## src/hdl/pbc_pkg.sv

```systemverilog
package pbc_pkg;
    localparam int unsigned REG_W        = 16;
    localparam int unsigned IDX_W        = 5;
    // Register indices.
    localparam logic [4:0]  IDX_BCTL     = 5'h00;
    localparam logic [4:0]  IDX_BSTAT    = 5'h01;
    localparam logic [4:0]  IDX_ID1      = 5'h02;
    localparam logic [4:0]  IDX_ID2      = 5'h03;
    localparam logic [4:0]  IDX_ANADV    = 5'h04;
    localparam logic [4:0]  IDX_ANLPA    = 5'h05;
    localparam logic [4:0]  IDX_ANEXP    = 5'h06;
    localparam logic [4:0]  IDX_MODE     = 5'h11;
    localparam logic [4:0]  IDX_SMODE    = 5'h12;
    localparam logic [4:0]  IDX_SIND     = 5'h1B;
    localparam logic [4:0]  IDX_ISRC     = 5'h1D;
    localparam logic [4:0]  IDX_IMASK    = 5'h1E;
    localparam logic [4:0]  IDX_SCTL     = 5'h1F;
    // Basic control field positions, plus the autoneg-done bit of basic status.
    localparam int unsigned B_RESET      = 15;
    localparam int unsigned B_LOOP       = 14;
    localparam int unsigned B_SPEED      = 13;
    localparam int unsigned B_ANEN       = 12;
    localparam int unsigned B_PDOWN      = 11;
    localparam int unsigned B_RESTART    = 9;
    localparam int unsigned B_DUPLEX     = 8;
    localparam int unsigned B_COLTEST    = 7;
    localparam int unsigned B_ANDONE     = 5;
    // Mask of the bits software may store in basic control.
    localparam logic [15:0] BCTL_RW_MASK = 16'h7980;
    // Cycles the internal soft reset is held.
    localparam int unsigned SRST_CYC     = 4;
endpackage

```

## src/hdl/pbc_regfile.sv

```systemverilog
`timescale 1ns/1ns
// Small storage for the other implemented indices; read data is registered.
module pbc_regfile #(
    parameter int unsigned DW = 16,
    parameter int unsigned AW = 5
) (
    input  wire logic          clk,    // System clock.
    input  wire logic          rst_n,  // Async reset, active low.
    input  wire logic          clr,    // Synchronous clear (soft reset).
    input  wire logic          we,     // Write strobe.
    input  wire logic [AW-1:0] waddr,  // Write index.
    input  wire logic [DW-1:0] wdata,  // Write data.
    input  wire logic [AW-1:0] raddr,  // Read index.
    output logic      [DW-1:0] rdata   // Registered read data.
);
    logic [DW-1:0] mem [2**AW];
    logic [DW-1:0] next_rdata;

    always_comb begin
        next_rdata = mem[raddr];
    end

    always_ff @(posedge clk or negedge rst_n) begin
        if (!rst_n) begin
            rdata <= '0;
        end else begin
            rdata <= next_rdata;
        end
    end

    genvar g;
    generate
        for (g = 0; g < 2**AW; g++) begin : g_word
            always_ff @(posedge clk or negedge rst_n) begin
                if (!rst_n) begin
                    mem[g] <= '0;
                end else if (clr) begin
                    mem[g] <= '0;
                end else if (we && waddr == AW'(g)) begin
                    mem[g] <= wdata;
                end
            end
        end
    endgenerate
endmodule

```

## src/hdl/pbc_ctrl.sv

```systemverilog
`timescale 1ns/1ns
// Overview of operation
// Registers reached only through indirect management access.
// Sixteen-bit registers; basic control is index zero.
// Indices 0-6,17,18,27,29,30,31 are implemented.
// Kept fields survive only bit-15 soft reset.
// Bit 15 starts soft reset, self clears.
// Host writes nothing else with reset bit.
// Bit 14 selects loopback, resets to zero.
// Bit 13 speed, ignored under auto-negotiation.
// Bit 12 enables auto-negotiation, overriding manual.
// Speed and autoneg defaults follow strap.
// Bit 11 power-down; completion sets status bit 5.
// Bit 9 restarts autoneg, self clears.
// Bit 8 duplex, reset zero, ignored under autoneg.
// Bit 7 enables collision test, reset zero.
// Reserved bits and unlisted indices read zero.
module pbc_ctrl
    import pbc_pkg::*;
(
    input  wire logic                     clk,          // 50 MHz clock.
    input  wire logic                     rst_n,        // Async reset, active low.
    input  wire logic                     speed_strap,  // Speed-select strap pin.
    input  wire logic                     mgmt_req,     // Access strobe, one cycle.
    input  wire logic                     mgmt_wr,      // 1 = write, 0 = read.
    input  wire logic [pbc_pkg::IDX_W-1:0] mgmt_idx,    // Register index.
    input  wire logic [pbc_pkg::REG_W-1:0] mgmt_wdata,  // Write data.
    input  wire logic                     an_done_in,   // Autoneg finished, from the PHY core.
    output logic                          mgmt_ack,     // Access done, one cycle.
    output logic      [pbc_pkg::REG_W-1:0] mgmt_rdata,  // Read data, valid with ack.
    output logic                          phy_srst,     // Internal soft reset active.
    output logic                          loopback,     // Loopback mode.
    output logic                          speed_100,    // Effective manual 100 Mb/s.
    output logic                          full_duplex,  // Effective manual full duplex.
    output logic                          an_enable,    // Auto-negotiation enabled.
    output logic                          an_restart,   // Restart pulse, one cycle.
    output logic                          power_down,   // General power down.
    output logic                          col_test      // Collision test enable.
);
    import pbc_pkg::*;

    // Strap and autoneg-done synchronisers; each first stage feeds only its second.
    logic sync1;
    logic sync2;
    logic an_s1;
    logic an_s2;
    always_ff @(posedge clk or negedge rst_n) begin
        if (!rst_n) begin
            sync1 <= 1'b0;
            sync2 <= 1'b0;
            an_s1 <= 1'b0;
            an_s2 <= 1'b0;
        end else begin
            sync1 <= speed_strap;
            sync2 <= sync1;
            an_s1 <= an_done_in;
            an_s2 <= an_s1;
        end
    end

    // Strap is captured after reset release, past the synchroniser, and again during each soft reset.
    logic [1:0] strap_cnt;
    logic [1:0] next_strap_cnt;
    logic       strap_ok;
    logic       next_strap_ok;
    logic       ctl_loop, ctl_speed, ctl_anen, ctl_pd, ctl_dup, ctl_col;
    logic       next_loop, next_speed, next_anen, next_pd, next_dup, next_col;
    logic       restart_q, next_restart;
    logic       andone, next_andone;
    logic [2:0] srst_cnt, next_srst_cnt;
    logic       ack_q, next_ack;
    logic       rd_bctl, next_rd_bctl, rd_bstat, next_rd_bstat, rd_file, next_rd_file;
    logic       hit, file_hit, wr_bctl, srst_done;
    logic [REG_W-1:0] bctl_val, bstat_val, file_rdata;

    always_comb begin
        unique case (mgmt_idx)
            IDX_ID1, IDX_ID2, IDX_ANADV, IDX_ANLPA, IDX_ANEXP, IDX_MODE, IDX_SMODE,
            IDX_SIND, IDX_ISRC, IDX_IMASK, IDX_SCTL: file_hit = 1'b1;
            default: file_hit = 1'b0;
        endcase
        hit       = file_hit || mgmt_idx == IDX_BCTL || mgmt_idx == IDX_BSTAT;
        wr_bctl   = mgmt_req && mgmt_wr && mgmt_idx == IDX_BCTL;
        srst_done = srst_cnt == 3'(1);
    end

    always_comb begin
        next_strap_cnt = strap_cnt;
        next_strap_ok  = strap_ok;
        next_loop      = ctl_loop;
        next_speed     = ctl_speed;
        next_anen      = ctl_anen;
        next_pd        = ctl_pd;
        next_dup       = ctl_dup;
        next_col       = ctl_col;
        next_restart   = 1'b0;
        next_andone    = andone;
        next_srst_cnt  = srst_cnt;
        if (!strap_ok) begin
            next_strap_cnt = strap_cnt + 2'(1);
            if (strap_cnt == 2'(2)) begin
                next_strap_ok = 1'b1;
                next_speed    = sync2;
                next_anen     = sync2;
            end
        end
        if (srst_cnt != 3'(0)) begin
            next_srst_cnt = srst_cnt - 3'(1);
            // No kept-over-soft-reset fields live here, so all clear except speed and autoneg, which reload the strap. R4
            next_loop   = 1'b0;
            next_pd     = 1'b0;
            next_dup    = 1'b0;
            next_col    = 1'b0;
            next_andone = 1'b0;
            next_speed  = sync2;
            next_anen   = sync2;
        end else if (wr_bctl) begin
            if (mgmt_wdata[B_RESET]) begin
                next_srst_cnt = 3'(SRST_CYC);
            end else begin
                next_loop    = mgmt_wdata[B_LOOP];
                next_speed   = mgmt_wdata[B_SPEED];
                next_anen    = mgmt_wdata[B_ANEN];
                next_pd      = mgmt_wdata[B_PDOWN];
                next_dup     = mgmt_wdata[B_DUPLEX];
                next_col     = mgmt_wdata[B_COLTEST];
                next_restart = mgmt_wdata[B_RESTART] && mgmt_wdata[B_ANEN];
                if (mgmt_wdata[B_RESTART] || mgmt_wdata[B_PDOWN]) begin
                    next_andone = 1'b0;
                end
            end
        end else if (an_s2 && ctl_anen && !ctl_pd) begin
            next_andone = 1'b1;
        end
    end

    always_comb begin
        bctl_val           = '0;
        bctl_val[B_RESET]  = srst_cnt != 3'(0);
        bctl_val[B_LOOP]   = ctl_loop;
        bctl_val[B_SPEED]  = ctl_speed;
        bctl_val[B_ANEN]   = ctl_anen;
        bctl_val[B_PDOWN]  = ctl_pd;
        bctl_val[B_DUPLEX] = ctl_dup;
        bctl_val[B_COLTEST] = ctl_col;
        bctl_val           = bctl_val & (BCTL_RW_MASK | (16'h0001 << B_RESET));
        bstat_val          = '0;
        bstat_val[B_ANDONE] = andone;
        next_ack       = mgmt_req;
        next_rd_bctl   = mgmt_idx == IDX_BCTL;
        next_rd_bstat  = mgmt_idx == IDX_BSTAT;
        next_rd_file   = file_hit;
    end

    pbc_regfile #(.DW(REG_W), .AW(IDX_W)) u_file (
        .clk   (clk),
        .rst_n (rst_n),
        .clr   (srst_done),
        .we    (mgmt_req && mgmt_wr && file_hit && srst_cnt == 3'(0)),
        .waddr (mgmt_idx),
        .wdata (mgmt_wdata),
        .raddr (mgmt_idx),
        .rdata (file_rdata)
    );

    always_ff @(posedge clk or negedge rst_n) begin
        if (!rst_n) begin
            strap_cnt <= '0;
            strap_ok  <= 1'b0;
            ctl_loop  <= 1'b0;
            ctl_speed <= 1'b0;
            ctl_anen  <= 1'b0;
            ctl_pd    <= 1'b0;
            ctl_dup   <= 1'b0;
            ctl_col   <= 1'b0;
            restart_q <= 1'b0;
            andone    <= 1'b0;
            srst_cnt  <= '0;
            ack_q     <= 1'b0;
            rd_bctl   <= 1'b0;
            rd_bstat  <= 1'b0;
            rd_file   <= 1'b0;
        end else begin
            strap_cnt <= next_strap_cnt;
            strap_ok  <= next_strap_ok;
            ctl_loop  <= next_loop;
            ctl_speed <= next_speed;
            ctl_anen  <= next_anen;
            ctl_pd    <= next_pd;
            ctl_dup   <= next_dup;
            ctl_col   <= next_col;
            restart_q <= next_restart;
            andone    <= next_andone;
            srst_cnt  <= next_srst_cnt;
            ack_q     <= next_ack;
            rd_bctl   <= next_rd_bctl;
            rd_bstat  <= next_rd_bstat;
            rd_file   <= next_rd_file;
        end
    end

    // Read data is built from registered selects so the port comes from flops.
    logic [REG_W-1:0] next_rdata;
    logic [REG_W-1:0] bctl_q, bstat_q;
    // Read data only moves with an acknowledge, so idle index lines cannot disturb it.
    always_comb begin
        next_rdata = mgmt_rdata;
        if (ack_q) begin
            next_rdata = '0;
            if (rd_bctl) begin
                next_rdata = bctl_q;
            end else if (rd_bstat) begin
                next_rdata = bstat_q;
            end else if (rd_file) begin
                next_rdata = file_rdata;
            end
        end
    end

    always_ff @(posedge clk or negedge rst_n) begin
        if (!rst_n) begin
            bctl_q      <= '0;
            bstat_q     <= '0;
            mgmt_rdata  <= '0;
            mgmt_ack    <= 1'b0;
            phy_srst    <= 1'b0;
            loopback    <= 1'b0;
            speed_100   <= 1'b0;
            full_duplex <= 1'b0;
            an_enable   <= 1'b0;
            an_restart  <= 1'b0;
            power_down  <= 1'b0;
            col_test    <= 1'b0;
        end else begin
            bctl_q      <= bctl_val;
            bstat_q     <= bstat_val;
            mgmt_rdata  <= next_rdata;
            mgmt_ack    <= ack_q;
            phy_srst    <= next_srst_cnt != 3'(0);
            loopback    <= next_loop;
            speed_100   <= next_speed && !next_anen;
            full_duplex <= next_dup && !next_anen;
            an_enable   <= next_anen;
            an_restart  <= next_restart;
            power_down  <= next_pd;
            col_test    <= next_col;
        end
    end

    property p_srst_self_clear;
        @(posedge clk) disable iff (!rst_n)
        (wr_bctl && mgmt_wdata[B_RESET] && srst_cnt == 3'(0)) |=> phy_srst [*4] ##1 !phy_srst;
    endproperty
    a_srst_self_clear: assert property (p_srst_self_clear) else $error("soft reset len");

    property p_loop_follow;
        @(posedge clk) disable iff (!rst_n)
        (wr_bctl && !mgmt_wdata[B_RESET] && srst_cnt == 3'(0)) |=> loopback == $past(mgmt_wdata[B_LOOP]);
    endproperty
    a_loop_follow: assert property (p_loop_follow) else $error("loopback wrong");

    property p_speed_ignored;
        @(posedge clk) disable iff (!rst_n) an_enable |-> !speed_100 && !full_duplex;
    endproperty
    a_speed_ignored: assert property (p_speed_ignored) else $error("manual under autoneg");

    property p_restart_pulse;
        @(posedge clk) disable iff (!rst_n)
        (an_restart && !(wr_bctl && mgmt_wdata[B_RESTART])) |=> !an_restart;
    endproperty
    a_restart_pulse: assert property (p_restart_pulse) else $error("restart stuck");

    property p_srst_clears;
        @(posedge clk) disable iff (!rst_n) $fell(phy_srst) |-> !loopback && !col_test && !power_down;
    endproperty
    a_srst_clears: assert property (p_srst_clears) else $error("fields kept");

    property p_unlisted_zero;
        @(posedge clk) disable iff (!rst_n)
        (mgmt_req && !hit) |-> ##2 (mgmt_ack && mgmt_rdata == '0);
    endproperty
    a_unlisted_zero: assert property (p_unlisted_zero) else $error("unlisted nonzero");

    property p_ack_latency;
        @(posedge clk) disable iff (!rst_n) mgmt_req |-> ##2 mgmt_ack;
    endproperty
    a_ack_latency: assert property (p_ack_latency) else $error("ack late");

    property p_andone_power;
        @(posedge clk) disable iff (!rst_n) power_down |=> !$rose(andone);
    endproperty
    a_andone_power: assert property (p_andone_power) else $error("done in power down");
endmodule

```

## config.mk

```make
export PLATFORM = sky130hd
export DESIGN_NAME = pbc_ctrl
export DESIGN_NICKNAME = d
export VERILOG_FILES = /design/src/hdl/pbc_pkg.sv /design/src/hdl/pbc_regfile.sv /design/src/hdl/pbc_ctrl.sv
export SDC_FILE = /design/constraint.sdc
export NUM_CORES = 1
export LEC_CHECK = 0
export BUFFER_PORTS_ARGS = -buffer_cell sky130_fd_sc_hd__buf_4
export CELL_PAD_IN_SITES_DETAIL_PLACEMENT = 0
export CELL_PAD_IN_SITES_GLOBAL_PLACEMENT = 1
export CORE_UTILIZATION = 50
export DETAILED_ROUTE_END_ITERATION = 8
export GPL_TIMING_DRIVEN = 0
export PLACE_DENSITY_LB_ADDON = 0.1
export SYNTH_ARGS = -nofsm -noshare
export SYNTH_HDL_FRONTEND = slang
export SYNTH_SLANG_ARGS = --single-unit
```

## constraint.sdc

```tcl
create_clock -name clk -period 2.8 [get_ports clk]
set_input_delay 0.28 -clock clk [delete_from_list [all_inputs] [get_ports clk]]
set_output_delay 0.28 -clock clk [all_outputs]
set_load 0.005 [all_outputs]
```

### After elaboration in Yosys (flattened, before gate mapping)

Memory sizes are Yosys's and may differ from the RTL's.
Cells that the tools add are included.

| storage, ports and cells | value |
|---|---|
| flip-flop bits (word level) | 578 |
| bits in latches | 0 |
| RAM bits | 0 |
| ROM bits | 32 |
| bits of input ports | 27 |
| output and inout bits | 25 |
| memories kept | 1 |

Memories:

| name | words | width | read ports | clocked after memory_dff | wr ports | RTL line | RTL |
|---|---|---|---|---|---|---|---|
| (no name shown) | 32 | 1 | 1 | 0 | 0 | pbc_ctrl.sv:77 | `unique case (mgmt_idx)` |

| cells by class | value |
|---|---|
| $add $sub $neg | 2 |
| multipliers | 0 |
| div/mod/pow operators | 0 |
| order comparisons | 1 |
| eq/ne operators | 36 |
| shift operators | 0 |
| mux-type cells | 105 |
| bitwise gates (word level) | 1 |
| reductions and logical operators | 84 |

Operators with widths:

| operator | count |
|---|---|
| 2-to-1 mux 16 bit | 69 |
| binary-select mux 16 bit (select 5 bit) | 1 |
| equality test 5 bit, second input constant | 16 |
| nonzero test 2 bit | 33 |
| logical AND 1 bit | 41 |
| equality test 5 x 4 -> 1 bit, second input constant | 8 |
| 2-to-1 mux 1 bit | 32 |
| equality test 5 x 3 -> 1 bit, second input constant | 4 |
| equality test 5 x 2 -> 1 bit, second input constant | 2 |
| 2-to-1 mux 3 bit | 3 |
| nonzero test 3 bit | 3 |
| greater-or-equal comparator 6 bit, second input constant | 1 |
| inverter 5 -> 6 bit | 1 |
| equality test 5 x 1 -> 1 bit, second input constant | 1 |
| logical NOT 5 bit | 1 |
| equality test 3 x 1 -> 1 bit, second input constant | 1 |
| logical NOT 3 bit | 1 |
| != test 3 x 1 -> 1 bit, second input constant | 1 |
| != test 3 x 2 -> 1 bit, second input constant | 1 |
| AND reduction 3 bit | 1 |
| subtractor 3 x 1 -> 3 bit, second input constant | 1 |
| adder 2 x 1 -> 2 bit, second input constant | 1 |
| equality test 2 bit, second input constant | 1 |
| logical NOT 1 bit | 2 |
| 3 further kinds | 3 |

### Depth between registers and ports, before layout

| depth | value |
|---|---|
| word-level depth | 8 |
| depth in mapped cells | 14 |
| depth with buffers taken out | 8 |

### By module

Synthesis repeated with hierarchy kept, for this count alone.

| second synthesis, totals | value |
|---|---|
| cell total of the unflattened synthesis | 2962 |
| area total of the unflattened synthesis | 27445.1 um2 |

By module, submodules not included:

| module | instances | cells each | area an instance (um2) | sequential area each (um2) |
|---|---|---|---|---|
| pbc_regfile | 1 | 2798 | 25420.6 | 13212.7 |
| pbc_ctrl | 1 | 164 | 2024.4 | 1251.2 |

### Least setup slack after synthesis

Ideal clock, no wire load.

| path | value |
|---|---|
| path kind | input to register |
| start point | in mgmt_idx[0] (netlist bit) |
| end point | reg u_file.mem[197] (netlist bit) |
| setup time | 0.132 ns |
| data arrival time | 3.143 ns |
| slack | -0.475 ns |
| stages | 13 |
| buffers on the path | 6 |
| path through | buf_2 -> buf_4 -> buf_4 -> buf_4 -> buf_2 -> inv_1 -> ha_1 -> mux2i_1 -> a2111oi_4 -> nand3_2 -> buf_6 -> mux2i_1 -> nor2_1 |

| between the ends | value |
|---|---|
| longest elaborated chain between the ends | 5 |
| elaborated cells on any way between the ends | 6 |

RTL lines:

| what | RTL line | RTL |
|---|---|---|
| start, declared | pbc_ctrl.sv:26 | `input wire logic [pbc_pkg::IDX_W-1:0] mgmt_idx,` |
| memory (32 x 1 bit) | -- |  |
| logical AND 1 bit (2 in a row) | pbc_ctrl.sv:159 | `.we (mgmt_req && mgmt_wr && file_hit && srst_cnt == 3'(0)),` |
| logical AND 1 bit * | pbc_regfile.sv:39 | `end else if (we && waddr == AW'(g)) begin` |
| nonzero test 2 bit (no source line) * | -- |  |
| end signal, assigned by index | pbc_regfile.sv:40 | `mem[g] <= wdata;` |
| end, declared | pbc_regfile.sv:16 | `logic [DW-1:0] mem [2**AW];` |

Mark *: on every way between the ends. The rest lies on a longest branch, timed or not.
A chain may end at the register's enable or synchronous reset.

### Final worst setup path

| path | value |
|---|---|
| start point | in mgmt_idx[1] (netlist bit) |
| end point | reg u_file.rdata[2] |

| between the ends | value |
|---|---|
| longest elaborated chain between the ends | 4 |

RTL lines:

| what | RTL line | RTL |
|---|---|---|
| inverter 5 -> 6 bit (implied by the code) | pbc_regfile.sv:20 | `next_rdata = mem[raddr];` |
| binary-select mux 16 bit (select 5 bit) | pbc_regfile.sv:20 |  |
| 2-to-1 mux 16 bit (implied by the code) (2 in a row) | pbc_regfile.sv:20 |  |
| via u_file.next_rdata[2] | pbc_regfile.sv:17 | `logic [DW-1:0] next_rdata;` |
| end signal, assigned | pbc_regfile.sv:27 | `rdata <= next_rdata;` |
| end, declared | pbc_regfile.sv:14 | `output logic [DW-1:0] rdata` |

The timed path passes the listed nets, and every way through them passes these cells. The select of a mux whose other input is x is not followed.

==> flow_summary.toml <==
[outcome]
status = "complete, but fails checks"
violations = "hold timing, setup timing"

[placed_design]
portBuffers = 42
dp_slack_ns = -1.16
place_area_sq_um = 27400
place_congestion = 1.02
hpwl_um = 63100

[power_and_ir_drop]
intPower_uw = 14400
pwr_density_cell_nw_per_um2 = 673
p_sw_uw = 5730
power_frac_seq_pct = 43.3
power.total_uw = 20100
ir_drop_uv = 512
combPwrFrac_pct = 13.7
power_frac_clock_pct = 43.0
p_leak_uw = 0.0147
p_sw_share_pct = 28.5

[cts]
cts.clk_slew.worst_paths_ns = 0.06
worstSkewPairLatency_ns = 0.65
h-tree-depth = 2
cts_tree = "yes"
clockRootBuffer = "clkbuf_16"
clkSinkCount = 578
cts_buffers = 61
clock_path_buffers = 3

[sta]
clock_skew_ns = 0.0202
holdWs_ns = -0.00110
setup_ws_ns = -0.0495
period_share_pct = 102
worst_slew_pin_slew_ns = 1.19
slew_headroom_pct = 20.4
finalMaxSlewViolations = 0
min_period_ns = 2.85
setup_viol = 1
hold_viol = 1
fmax_mhz = 351

[synth]
postSynthNetCount = 2293
synth_cells = 2256
synth_edf_count = 0
syn_area_per_cell_sq_um = 11.5
synthFlopType = "dfrtp_1"
synthDistinctLibCells = 58
synthesis.area_sq_um = 25900
ys_warn_count = 0
synthArstFlopShare_pct = 100
synth-seq-cells = 578
ys_seq_area_share_pct = 55.8

[final_layout]
fillers = 4350
fin_nets = 2429
syn_to_final_growth_pct = 15.3
layout-drive-gt1-share_pct = 16.5
fin_area_sq_um = 29900
post-route-util_pct = 58.3
diodes = 0

[floorplan]
dieArea_sq_um = 52800
die_h_um = 230
core-area_sq_um = 51300
start_util_pct = 50.5
die_w_um = 230
std_cell_rows = 83
io-pin-count = 52

[critical_path]
worst_ep_arrival_time_ns = 3.34
startpoint_type = "primary input"
worstSetupEndpointType = "register"
path_max_fanout = 15
path_class = "primary input to register"
cp.required_ns = 3.29

[global_route]
grt-ovfl-total = 0
track_usage_pct = 34.9
grt_pass1_vias = 18900
antenna_found_initial = 2
grt_pass1_wl_um = 132000
grt_max_degree = 119

[detailed_routing]
wl_per_cell_um = 28.8
postRouteAntennaNets = 0
via_count = 18900
drt-pass1-iter-count = 5
vias_per_cell = 6.03
remaining_drc_errors = 0
drt-total-wl_um = 90000
drtIter0Drc = 2044

[min_path]
hold_path.class = "primary input to register"

[flow_run]
maxCapViolations = 0
## sequential cells by signal, indices dropped and copies added, names as in the netlist, 2 cells and up
| register | count |
|---|---|
| srst_cnt | 3 |
| u_file.mem | 512 |
| u_file.rdata | 16 |
| mgmt_rdata | 16 |
| bctl_q | 7 |
| strap_cnt | 2 |
## repair_timing
item / 4_1_cts / 5_1_grt
gates resized for setup: 35 / 47
hold endpoints to repair: 82 / 0
endpoints found under the setup margin: 326 / 170
pin swaps: 6 / 2
hold buffers: 9 / 0
buffers inserted: 9 / 8
## cell usage after synthesis, types with 25 or more instances
cell      count  area share [%]
a21oi_1     151             2.9
nor3_1       25            0.48
buf_2        32            0.62
mux2i_1     286              11
o21ai_0      72             1.4
nand2_1     243             3.5
nor2_1      238             3.4
nor2b_1     194             4.7
dfrtp_1     578              56
mux4_2       86             7.5
clkbuf_1    125             1.8
o22ai_1      36            0.87
## final cells by class
class	instances	area, sq um	share of cell area [%]
sequential	578	14500	48.4
tap	680	851	2.85
buffer	189	1030	3.44
clock inverter	23	298	0.996
inverter	18	67.6	0.226
timing repair buffer	74	701	2.34
multi-input combinational	1470	10600	35.5
clock buffer	93	1860	6.22
## metrics by stage
stage | setup TNS, ns | instances
floorplan | 0 | 2256
global placement | -2962.79 | 2978
detailed placement | -240.42 | 2984
CTS | 0 | 3117
global route | -0.0342 | 3125
finish | -0.0495 | 3125
## path summary, 6_finish.rpt
path,startpoint,to,slack [ns],depth (start not counted)
max in group asynchronous,rst_n,u_file.mem[333],1.12,4
worst max register to register,srst_cnt[0],u_file.mem[425],0.16,11
worst min register to register,sync1,sync2,0.35,0
worst min-delay path,mgmt_wdata[9],an_restart,-0.001,2
worst max-delay path,mgmt_idx[1],u_file.rdata[2],-0.05,9
min in group asynchronous,rst_n,speed_100,0.22,2
## critical path: stages
cell,delay (ns)
buf_4,0.15
buf_4,0.21
clkbuf_1,0.36
buf_8,0.31
nor2_1,0.59
nand2_1,0.42
o22ai_1,0.47
nor3_1,0.10
a21oi_1,0.41
## routing by layer
layer | routed length, um | track usage [%] | up-vias
met5 | 0 | 0 | -
met1 | 37500 | 49.6 | 9751
li1 | - | - | 8033
met3 | 7890 | 6.92 | 188
met2 | 41000 | 53.1 | 885
met4 | 3640 | 13.2 | 0
## cells in the final DEF (no fill, tap or decap), drive strengths merged, types with 7 or more instances in the layout
cell type	count
dfrtp	578
mux2i	286
nand2	245
nor2	238
clkbuf	217
nor2b	195
a21oi	151
buf	130
mux4	86
o21ai	72
o22ai	36
nor3	27
nand3	23
inv	17
clkinv	17
and2	14
mux2	13
ha	10
a22oi	9
dlygate4sd3	9
a211oi	8
nor4	8
bufinv	7
## kinds of logic (layout without fill, tap and decap cells)
| family | Yosys count | in the layout | share of synthesized area (%) |
|---|---|---|---|
| flops | 578 | 578 | 55.8 |
| xor+xnor | 1 | 1 | 0.0338 |
| fa+ha+maj | 10 | 10 | 0.483 |
| compound gates | 310 | 310 | 6.94 |
| simple gates | 764 | 764 | 14.0 |
| mux | 385 | 385 | 19.1 |
| buf+inv | 208 | 397 | 3.71 |
## power groups by stage
| stage | logic, uW | registers [uW] | clock network [uW] |
|---|---|---|---|
| after global routing | 2890 | 8740 | 9070 |
| after global placement | 2590 | 8860 | 0 |
| after CTS | 2690 | 8720 | 8730 |
| final | 2750 | 8720 | 8650 |
| after floorplan | 1340 | 8820 | 0 |
| after detailed placement | 2650 | 8870 | 0 |
(Power assumes the default switching activity.)
